## config.mk

```make
export PLATFORM = sky130hd
export DESIGN_NAME = ptp_probe_ctrl
export DESIGN_NICKNAME = d
export VERILOG_FILES = /design/src/core/ptp_pkg.sv /design/src/core/ptp_probe_ctrl.sv
export VERILOG_INCLUDE_DIRS = /design/src /design/src/core
export SDC_FILE = /design/constraint.sdc
export NUM_CORES = 1
export LEC_CHECK = 0
export BUFFER_PORTS_ARGS = -buffer_cell sky130_fd_sc_hd__buf_4
export CAP_MARGIN = 40
export CORE_AREA = 2 2 65 129
export CTS_BUF_LIST = sky130_fd_sc_hd__clkbuf_16
export DETAILED_ROUTE_END_ITERATION = 16
export DIE_AREA = 0 0 67 131
export PLACE_DENSITY = 0.78
export SYNTH_ARGS = -nofsm -noshare
export SYNTH_HDL_FRONTEND = slang
export SYNTH_SLANG_ARGS = --single-unit
```

## constraint.sdc

```tcl
create_clock -name clk_i -period 1.98 [get_ports clk_i]
set_input_delay 0.594 -clock clk_i [delete_from_list [all_inputs] [get_ports clk_i]]
set_output_delay 0.594 -clock clk_i [all_outputs]
set_load 0.05 [all_outputs]
```

## src/core/ptp_consts.svh

```systemverilog
`ifndef PTP_CONSTS_SVH
`define PTP_CONSTS_SVH
`define PTP_CTRL_INDEX     16'h60B8
`define PTP_CTRL_RESET     16'h0000
`define PTP_B1_ENABLE      0
`define PTP_B1_CONT        1
`define PTP_B1_SEL         2
`define PTP_B1_RISE        4
`define PTP_B1_FALL        5
`define PTP_B2_ENABLE      8
`define PTP_B2_CONT        9
`define PTP_B2_SEL         10
`define PTP_B2_RISE        12
`define PTP_B2_FALL        13
`endif

```

## src/core/ptp_pkg.sv

```systemverilog
package ptp_pkg;
  typedef struct packed {
    logic enable;
    logic cont;
    logic sel;
    logic rise;
    logic fall;
  } ptp_chan_s;
endpackage

```

## src/core/ptp_probe_ctrl.sv

```systemverilog
`timescale 1ns/1ns
`include "ptp_consts.svh"
// Contract
// The control word is 16-bit read-write, reset to zero, any value.
// Bit 0 enables probe one; cleared, probe one latches nothing.
// Bit 1 cleared makes probe one capture once, on its first edge.
// A set trigger-action bit makes a probe capture on every enabled edge.
// Bit 2 cleared takes probe one's trigger from the external pin.
// A set trigger-selection bit takes the origin or timing output.
// Bit 4 set lets a rising edge of probe one's trigger capture.
// Bit 5 set lets a falling edge of probe one's trigger capture.
// A cleared edge-action bit makes that edge never capture.
// Bits 3, 6 and 7 are reserved, written zero, without effect.
// Bit 8 enables probe two; cleared, probe two latches nothing.
// Bit 9 picks single-shot or continuous capture for probe two.
// Bit 10 picks probe two's source: external clear, internal set.
// Bits 12 and 13 are probe two's rising and falling edge enables.
// An edge stores the position; single-shot re-arms on enable toggle.
module ptp_probe_ctrl #(
  parameter int POS_W = 32
) (
  input  wire logic             clk_i,      // System clock
  input  wire logic             reset_n_i,  // Async reset, low
  input  wire logic             wr_en_i,    // Control word write strobe
  input  wire logic [15:0]      wr_data_i,  // Control word write data
  output logic      [15:0]      ctrl_o,     // Control word readback
  input  wire logic [1:0]       external_latch_input_one_i, // Pins per probe
  input  wire logic [1:0]       excitation_origin_output_i, // Internal
  input  wire logic [1:0]       timing_pulse_output_i,      // Internal
  input  wire logic [POS_W-1:0] position_i, // Current position
  output logic [1:0]            captured_o, // One-cycle capture pulse
  output logic [POS_W-1:0]      cap_pos1_o, // Probe one capture
  output logic [POS_W-1:0]      cap_pos2_o  // Probe two capture
);
  // ****************************************************************
  // Storage
  // ****************************************************************
  logic [15:0]        ctrl_q;
  logic [15:0]        ctrl_d;
  logic [1:0]         ext_m_q;
  logic [1:0]         ext_s_q;
  logic [1:0]         trig_q;
  logic [1:0]         trig_d;
  logic [1:0]         done_q;
  logic [1:0]         done_d;
  logic [1:0]         cap_q;
  logic [1:0]         cap_d;
  logic [1:0]         hit;
  logic [POS_W-1:0]   p1_q;
  logic [POS_W-1:0]   p1_d;
  logic [POS_W-1:0]   p2_q;
  logic [POS_W-1:0]   p2_d;
  ptp_pkg::ptp_chan_s ch [2];

  // ****************************************************************
  // Helpers
  // ****************************************************************
  // Both probes share one field layout, offset by their enable bit
  function automatic ptp_pkg::ptp_chan_s unpack(input logic [15:0] w,
                                                input int          b);
    unpack.enable = w[b];
    unpack.cont   = w[b+`PTP_B1_CONT-`PTP_B1_ENABLE];
    unpack.sel    = w[b+`PTP_B1_SEL-`PTP_B1_ENABLE];
    unpack.rise   = w[b+`PTP_B1_RISE-`PTP_B1_ENABLE];
    unpack.fall   = w[b+`PTP_B1_FALL-`PTP_B1_ENABLE];
  endfunction

  // A cleared edge bit masks that edge completely
  function automatic logic edge_hit(input ptp_pkg::ptp_chan_s c,
                                    input logic               now,
                                    input logic               was);
    edge_hit = (c.rise & now & ~was) |
               (c.fall & ~now & was);
  endfunction

  // ****************************************************************
  // Control word
  // ****************************************************************
  // Reserved bits are stored and read back but feed no logic
  always_comb begin
    ctrl_d = ctrl_q;
    if (wr_en_i) begin
      ctrl_d = wr_data_i;
    end
  end

  always_ff @(posedge clk_i or negedge reset_n_i) begin
    if (!reset_n_i) begin
      ctrl_q <= `PTP_CTRL_RESET;
    end else begin
      ctrl_q <= ctrl_d;
    end
  end

  always_comb begin
    ch[0] = unpack(ctrl_q, `PTP_B1_ENABLE);
    ch[1] = unpack(ctrl_q, `PTP_B2_ENABLE);
  end

  // ****************************************************************
  // Pin synchroniser
  // ****************************************************************
  // Only the second stage is read; the first may be metastable
  always_ff @(posedge clk_i or negedge reset_n_i) begin
    if (!reset_n_i) begin
      ext_m_q <= 2'h0;
      ext_s_q <= 2'h0;
    end else begin
      ext_m_q <= external_latch_input_one_i;
      ext_s_q <= ext_m_q;
    end
  end

  // ****************************************************************
  // Trigger select and edge detect
  // ****************************************************************
  // Internal sources are same-clock logic, so they skip the sync
  always_comb begin
    for (int i = 0; i < 2; i++) begin
      if (ch[i].sel) begin
        trig_d[i] = excitation_origin_output_i[i] |
                    timing_pulse_output_i[i];
      end else begin
        trig_d[i] = ext_s_q[i];
      end
      hit[i] = edge_hit(ch[i], trig_d[i], trig_q[i]);
    end
  end

  always_ff @(posedge clk_i or negedge reset_n_i) begin
    if (!reset_n_i) begin
      trig_q <= 2'h0;
    end else begin
      trig_q <= trig_d;
    end
  end

  // ****************************************************************
  // Capture and single-shot arming
  // ****************************************************************
  // A capture wins over a write clearing enable in the same cycle
  always_comb begin
    done_d = done_q;
    cap_d  = 2'h0;
    for (int i = 0; i < 2; i++) begin
      if (!ch[i].enable) begin
        done_d[i] = 1'b0;
      end else if (hit[i] && (ch[i].cont || !done_q[i])) begin
        cap_d[i]  = 1'b1;
        done_d[i] = ~ch[i].cont;
      end
    end
  end

  always_ff @(posedge clk_i or negedge reset_n_i) begin
    if (!reset_n_i) begin
      done_q <= 2'h0;
      cap_q  <= 2'h0;
    end else begin
      done_q <= done_d;
      cap_q  <= cap_d;
    end
  end

  // ****************************************************************
  // Position capture
  // ****************************************************************
  always_comb begin
    p1_d = p1_q;
    p2_d = p2_q;
    if (cap_d[0]) begin
      p1_d = position_i;
    end
    if (cap_d[1]) begin
      p2_d = position_i;
    end
  end

  always_ff @(posedge clk_i or negedge reset_n_i) begin
    if (!reset_n_i) begin
      p1_q <= '0;
      p2_q <= '0;
    end else begin
      p1_q <= p1_d;
      p2_q <= p2_d;
    end
  end

  // ****************************************************************
  // Outputs
  // ****************************************************************
  assign ctrl_o     = ctrl_q;
  assign captured_o = cap_q;
  assign cap_pos1_o = p1_q;
  assign cap_pos2_o = p2_q;

  // ****************************************************************
  // Checks
  // ****************************************************************
  a_ctrl_write: assert property (
    @(posedge clk_i) disable iff (!reset_n_i)
    wr_en_i |=> ctrl_o == $past(wr_data_i))
    else $error("control word not written");

  a_disabled_quiet: assert property (
    @(posedge clk_i) disable iff (!reset_n_i)
    !ctrl_q[`PTP_B1_ENABLE] |=> !captured_o[0])
    else $error("disabled probe one captured");

  a_two_quiet: assert property (
    @(posedge clk_i) disable iff (!reset_n_i)
    !ctrl_q[`PTP_B2_ENABLE] |=> !captured_o[1])
    else $error("disabled probe two captured");

  a_single_once: assert property (
    @(posedge clk_i) disable iff (!reset_n_i)
    captured_o[0] && !ctrl_q[`PTP_B1_CONT] && $stable(ctrl_q)
    |-> !cap_d[0])
    else $error("single shot captured twice");

  a_single_two: assert property (
    @(posedge clk_i) disable iff (!reset_n_i)
    captured_o[1] && !ctrl_q[`PTP_B2_CONT] && $stable(ctrl_q)
    |-> !cap_d[1])
    else $error("probe two single shot captured twice");

  a_cont_again: assert property (
    @(posedge clk_i) disable iff (!reset_n_i)
    ctrl_q[`PTP_B1_ENABLE] && ctrl_q[`PTP_B1_CONT] && hit[0]
    |=> captured_o[0])
    else $error("continuous probe missed an edge");

  a_pos_store: assert property (
    @(posedge clk_i) disable iff (!reset_n_i)
    cap_d[1] |=> cap_pos2_o == $past(position_i))
    else $error("position not stored");

  a_pos1_store: assert property (
    @(posedge clk_i) disable iff (!reset_n_i)
    cap_d[0] |=> cap_pos1_o == $past(position_i))
    else $error("probe one position not stored");

  a_no_edge: assert property (
    @(posedge clk_i) disable iff (!reset_n_i)
    !ctrl_q[`PTP_B1_RISE] && !ctrl_q[`PTP_B1_FALL] |-> !cap_d[0])
    else $error("capture with no edge enabled");
endmodule

```

# Word level (Yosys, flattened, before mapping)
# Cells that the tools add are included.
# totals
wordCells,45
inputBits,57
regBits,90
out_inout_bits,82
# op_classes
bitwise_logic,18
reduce_logical,6
eq_ne,2
muxes,10
# ops
operator,count
$mux 1,10
$and 1x1->1,8
$not 1->1,6
$ne 2x1->1 const B,2
$or 1x1->1,4
$logic_and 1x1->1,2
$logic_not 1->1,2
$logic_or 1x1->1,2

# Logic depth before layout (Yosys ltp)
# depth
depth_word,9
depth_mapped,5
depth_no_buf,4

# Least setup slack after synthesis
# No wires, ideal clock.
# synth_timing
kind,register to register
from,"register ctrl_q[2], in the netlist ctrl_o[2]"
to,"register p1_q[0], in the netlist cap_pos1_o[0]"
setup_ns,0.125
n_path_buf,1
arrival_time_ns,1.894
path_stages_with_launch,6
required_time_ns,1.855
period_less_slack_ns,2.019
slack_ns,-0.039
path_cell_list,dfrtp_1 nor2_2 a21oi_4 mux2i_4 buf_12 mux2_4
# synth_via
elab_chain_len,8
elab_cells_between_ends,10
cone_classes,mux: 3; bitwise: 6; reduce/logical: 1
# synth_lines
item,line,text
start: declaration,ptp_probe_ctrl.sv:38,logic [15:0] ctrl_q;
start signal: assignment,ptp_probe_ctrl.sv:89,ctrl_q <= `PTP_CTRL_RESET;
start signal: assignment,ptp_probe_ctrl.sv:91,ctrl_q <= ctrl_d;
$mux 1 (*),ptp_probe_ctrl.sv:120,if (ch[i].sel) begin
net trig_d[0],ptp_probe_ctrl.sv:43,logic [1:0] trig_d;
$not 1->1,ptp_probe_ctrl.sv:73,(c.fall & ~now & was);
$and 1x1->1 (2 in series),ptp_probe_ctrl.sv:73,
$or 1x1->1 (*),ptp_probe_ctrl.sv:72,edge_hit = (c.rise & now & ~was) |
$logic_and 1x1->1 (*),ptp_probe_ctrl.sv:148,end else if (hit[i] && (ch[i].cont || !done_q[i])) begin
$mux 1 (*),ptp_probe_ctrl.sv:148,
$mux 1 (*),ptp_probe_ctrl.sv:146,if (!ch[i].enable) begin
end signal: assignment,ptp_probe_ctrl.sv:184,p1_q <= p1_d;
end: declaration,ptp_probe_ctrl.sv:49,logic [POS_W-1:0] p1_q;
# The timed path passes the listed nets; every way through them passes the cells marked *.
# A chain may end at the register's enable or synchronous reset.

# Worst setup path in the final report
# layout_timing
from,"register ctrl_q[12], in the netlist ctrl_o[12]"
to,"register p2_q[31], in the netlist cap_pos2_o[31]"
# layout_via
elab_chain_len,6
# layout_lines
item,line,text
$and 1x1->1 (2 in series),ptp_probe_ctrl.sv:72,
$or 1x1->1,ptp_probe_ctrl.sv:72,
$logic_and 1x1->1,ptp_probe_ctrl.sv:148,
$mux 1,ptp_probe_ctrl.sv:148,
$mux 1,ptp_probe_ctrl.sv:146,
end signal: assignment,ptp_probe_ctrl.sv:185,p2_q <= p2_d;
end: declaration,ptp_probe_ctrl.sv:51,logic [POS_W-1:0] p2_q;
# No other way between the ends.

==> metrics.md <==
| Metric | Value |
|---|---|
| All-Layer GR Usage | `18.3%` |
| CTS max path bufs | `2` |
| Synth top area share | `60.4%` |
| Worst rel slew slack | `74.4%` |
| Peak Freq | `600 MHz` |
| Switching Share | `about 45%` |
| ANT cells | `0` |
| Post-route minimum period | `1.67 ns` |
| Largest net degree at the start of global routing | `33` |
| Ys async rst share | `100%` |
| Peak supply drop | `approximately 1500 uV` |
| Setup crit start kind | `flip-flop` |
| Fin crit share | `~84%` |
| Cell area after synthesis | `3730 um^2` |
| CTS clk-pin slew, worst paths | `0.06 ns` |
| Register area | `~2300 um^2` |
| Flop pwr share | `31.8%` |
| Post-synth top flop | `dfrtp_1` |
| Postcts setup bufs | `0` |
| Combinational power share | `53.1%` |
| Die X-Extent | `67 um` |
| Worst skew pair latency | `0.33 ns` |
| Syn_area_per_cell | `17.6 um^2` |
| Area Overhead vs Synth | `38.8%` |
| GRT overflow | `0` |
| Pre-antenna DRT Iters | `3` |
| DP HPWL | `~5600 um` |
| Row cnt | `46` |
| Vias in the first global route | `2392` |
| Cell count after synthesis | `212` |
| # clock sinks | `90` |
| Final WL | `between 7000 and 8000 um` |
| Post-layout util | `66.1%` |
| Core Area | `7830 um^2` |
| Maxcap violations | `0` |
| CTS tree | `built` |
| DRT iter0 DRCs | `83` |
| # DRC | `0` |
| Outcome | `finished clean` |
| Cts repair resizes | `0` |
| RSZ-0062 raised after global routing | `false` |
| Antenna Violating Nets Remaining | `0` |
| Die H | `131 um` |
| H-tree depth | `3` |
| Hold WC Path Type | `in -> async` |
| Yosys Warn Count | `0` |
| P_int | `5.30 mW` |
| WP data arrival | `roughly 1.9 ns` |
| Crit Path Class | `reg -> reg` |
| Share of layout cells above drive strength 1 | `67.2%` |
| CP required | `2.19 ns` |
| Max Slew Vio Count | `0` |
| Die ar. | `8780 um^2` |
| First-pass GRT wire length | `12000 um` |
| Clk root buf | `clkbuf_16` |
| Final setup viols | `0` |
| Setup_tns | `0 ns` |
| Distinct cells, synth | `23` |
| Gpl congestion | `0.718` |
| DR WL/cell | `between 15 and 20 um` |
| Area of the multi-input gates | `1360 um^2` |
| Hold buffers post-CTS | `0` |
| Post-synth EDFFs | `0` |
| Via/cell ratio | `4.98` |
| Worst Path Max Fanout | `16` |
| Synth top area cells | `dfrtp_1 (60%), mux2_4 (23%), mux2_2 (6.6%)` |
| Clock share of power | `between 10% and 20%` |
| Num CTS Buffers | `9` |
| Worst Tran Pin Value | `0.385 ns` |
| # fillers | `620` |
| Register area share after synthesis | `60.4%` |
| Total net switching power | `between 4 and 5 mW` |
| Starting density of the core | `around 48%` |
| Synth area leader | `dfrtp_1` |
| Port Buf Inserts | `138` |
| Vias | `2303` |
| Skew final | `0.00533 ns` |
| Final nets | `between 400 and 500` |
| I/O pin count | `139` |
| PwrDens | `1860 nW/um^2` |
| Endpoint class of the critical path | `flip-flop` |
| Initial antenna violation count | `0` |
| Final hold violation count | `0` |
| Synth Register Bits | `90` |
| P_leak | `~2.5 nW` |
| Net Count, Synth | `between 200 and 300` |
## cell families after synthesis
kind of cell / share of synthesized area, %
DFF: 60.4
AOI/OAI and AO/OA: 3.36
buffers and inverters: 3.12
muxes: 31.2
and+or+nand+nor: 1.88
## cell usage in the layout, fill, tap and decap left out, drive strengths merged
master   synthesis  layout
dfrtp           90      90
clkinv           0       4
and2             2       2
o21ai            2       2
a221oi           2       2
a211oi           2       2
nand2            4       4
o2111ai          2       2
mux2i            2       2
nor2b            2       2
clkbuf           1       9
buf              7     146
o22ai            2       2
mux2            80      80
nor2             4       4
inv              4       7
a21oi            2       2
o211ai           2       2
nand2b           2       2
## power by group through the flow
stage	Clock, mW	Sequential, mW	Combinational, mW
2_1_floorplan	0	5.46	1.15
3_3_place_gp	0	3.04	5.06
3_5_place_dp	0	3.04	5.15
4_1_cts	1.50	3.06	5.15
5_1_grt	1.58	3.14	5.28
6_report	1.46	3.06	5.11
## cells in the mapped netlist (2+ instances only)
cell type / number
a211oi_1: 2
a21oi_4: 2
a221oi_1: 2
and2_1: 2
buf_12: 3
buf_6: 3
dfrtp_1: 90
inv_1: 4
mux2_2: 22
mux2_4: 58
mux2i_4: 2
nand2_1: 4
nand2b_1: 2
nor2_1: 3
nor2b_1: 2
o2111ai_1: 2
o21ai_0: 2
o22ai_1: 2
## flip-flops by register name, indices dropped and copies added, names as in the netlist
| signal | cells |
|---|---|
| cap_pos1_o | 32 |
| cap_pos2_o | 32 |
| captured_o | 2 |
| ctrl_o | 16 |
| done_q | 2 |
| ext_m_q | 2 |
| ext_s_q | 2 |
| trig_q | 2 |
## critical path, stage by stage (launching register included)
cell	delay [ns]
dfrtp_1	0.40
nor2b_1	0.18
o211ai_1	0.14
mux2i_4	0.25
buf_12	0.21
mux2_2	0.35
## layout make-up
cell class	count	area share, %
tap	96	2.32
clock inverter	7	0.580
timing repair buffer	146	22.6
sequential	90	43.6
inverter	4	0.290
multi-input combinational	110	26.3
clock buffer	9	4.35
## per-layer routing
layer / part of all wire [%] / up-vias / global-route usage, %
met1: 45 / 1130 / 27.0
met4: 1.5 / 0 / 7.32
met5: 0 / - / 0
met3: 8.7 / 10 / 5.57
li1: - / 1048 / -
met2: 44 / 115 / 25.3
## through the flow
step	hold slack, ns	power [mW]	instance area (um^2)	setup slack, ns	instances
floorplan	0.298	6.61	3730	0.0542	212
finish	0.188	9.62	5170	0.312	462
CTS	0.191	9.71	5170	0.301	462
detailed placement	0.337	8.19	4920	0.0110	446
global placement	0.333	8.10	4920	0.0554	446
global route	0.202	10.0	5170	0.209	462
## final timing paths
kind,start,endpoint,slack (ns),cells after the start
min reg2reg,ext_m_q[0]$_DFF_PN0_,ext_s_q[0]$_DFF_PN0_,0.35,0
min,reset_n_i,ctrl_o[12]$_DFFE_PN0P_,0.19,1
max in group asynchronous,reset_n_i,cap_pos2_o[2]$_DFFE_PN0P_,1.30,2
max reg2reg,ctrl_o[12]$_DFFE_PN0P_,cap_pos2_o[31]$_DFFE_PN0P_,0.31,5
max,ctrl_o[12]$_DFFE_PN0P_,cap_pos2_o[31]$_DFFE_PN0P_,0.31,5
min in group clk_i,ext_m_q[0]$_DFF_PN0_,ext_s_q[0]$_DFF_PN0_,0.35,0
Power figures use the tool's default switching activity.
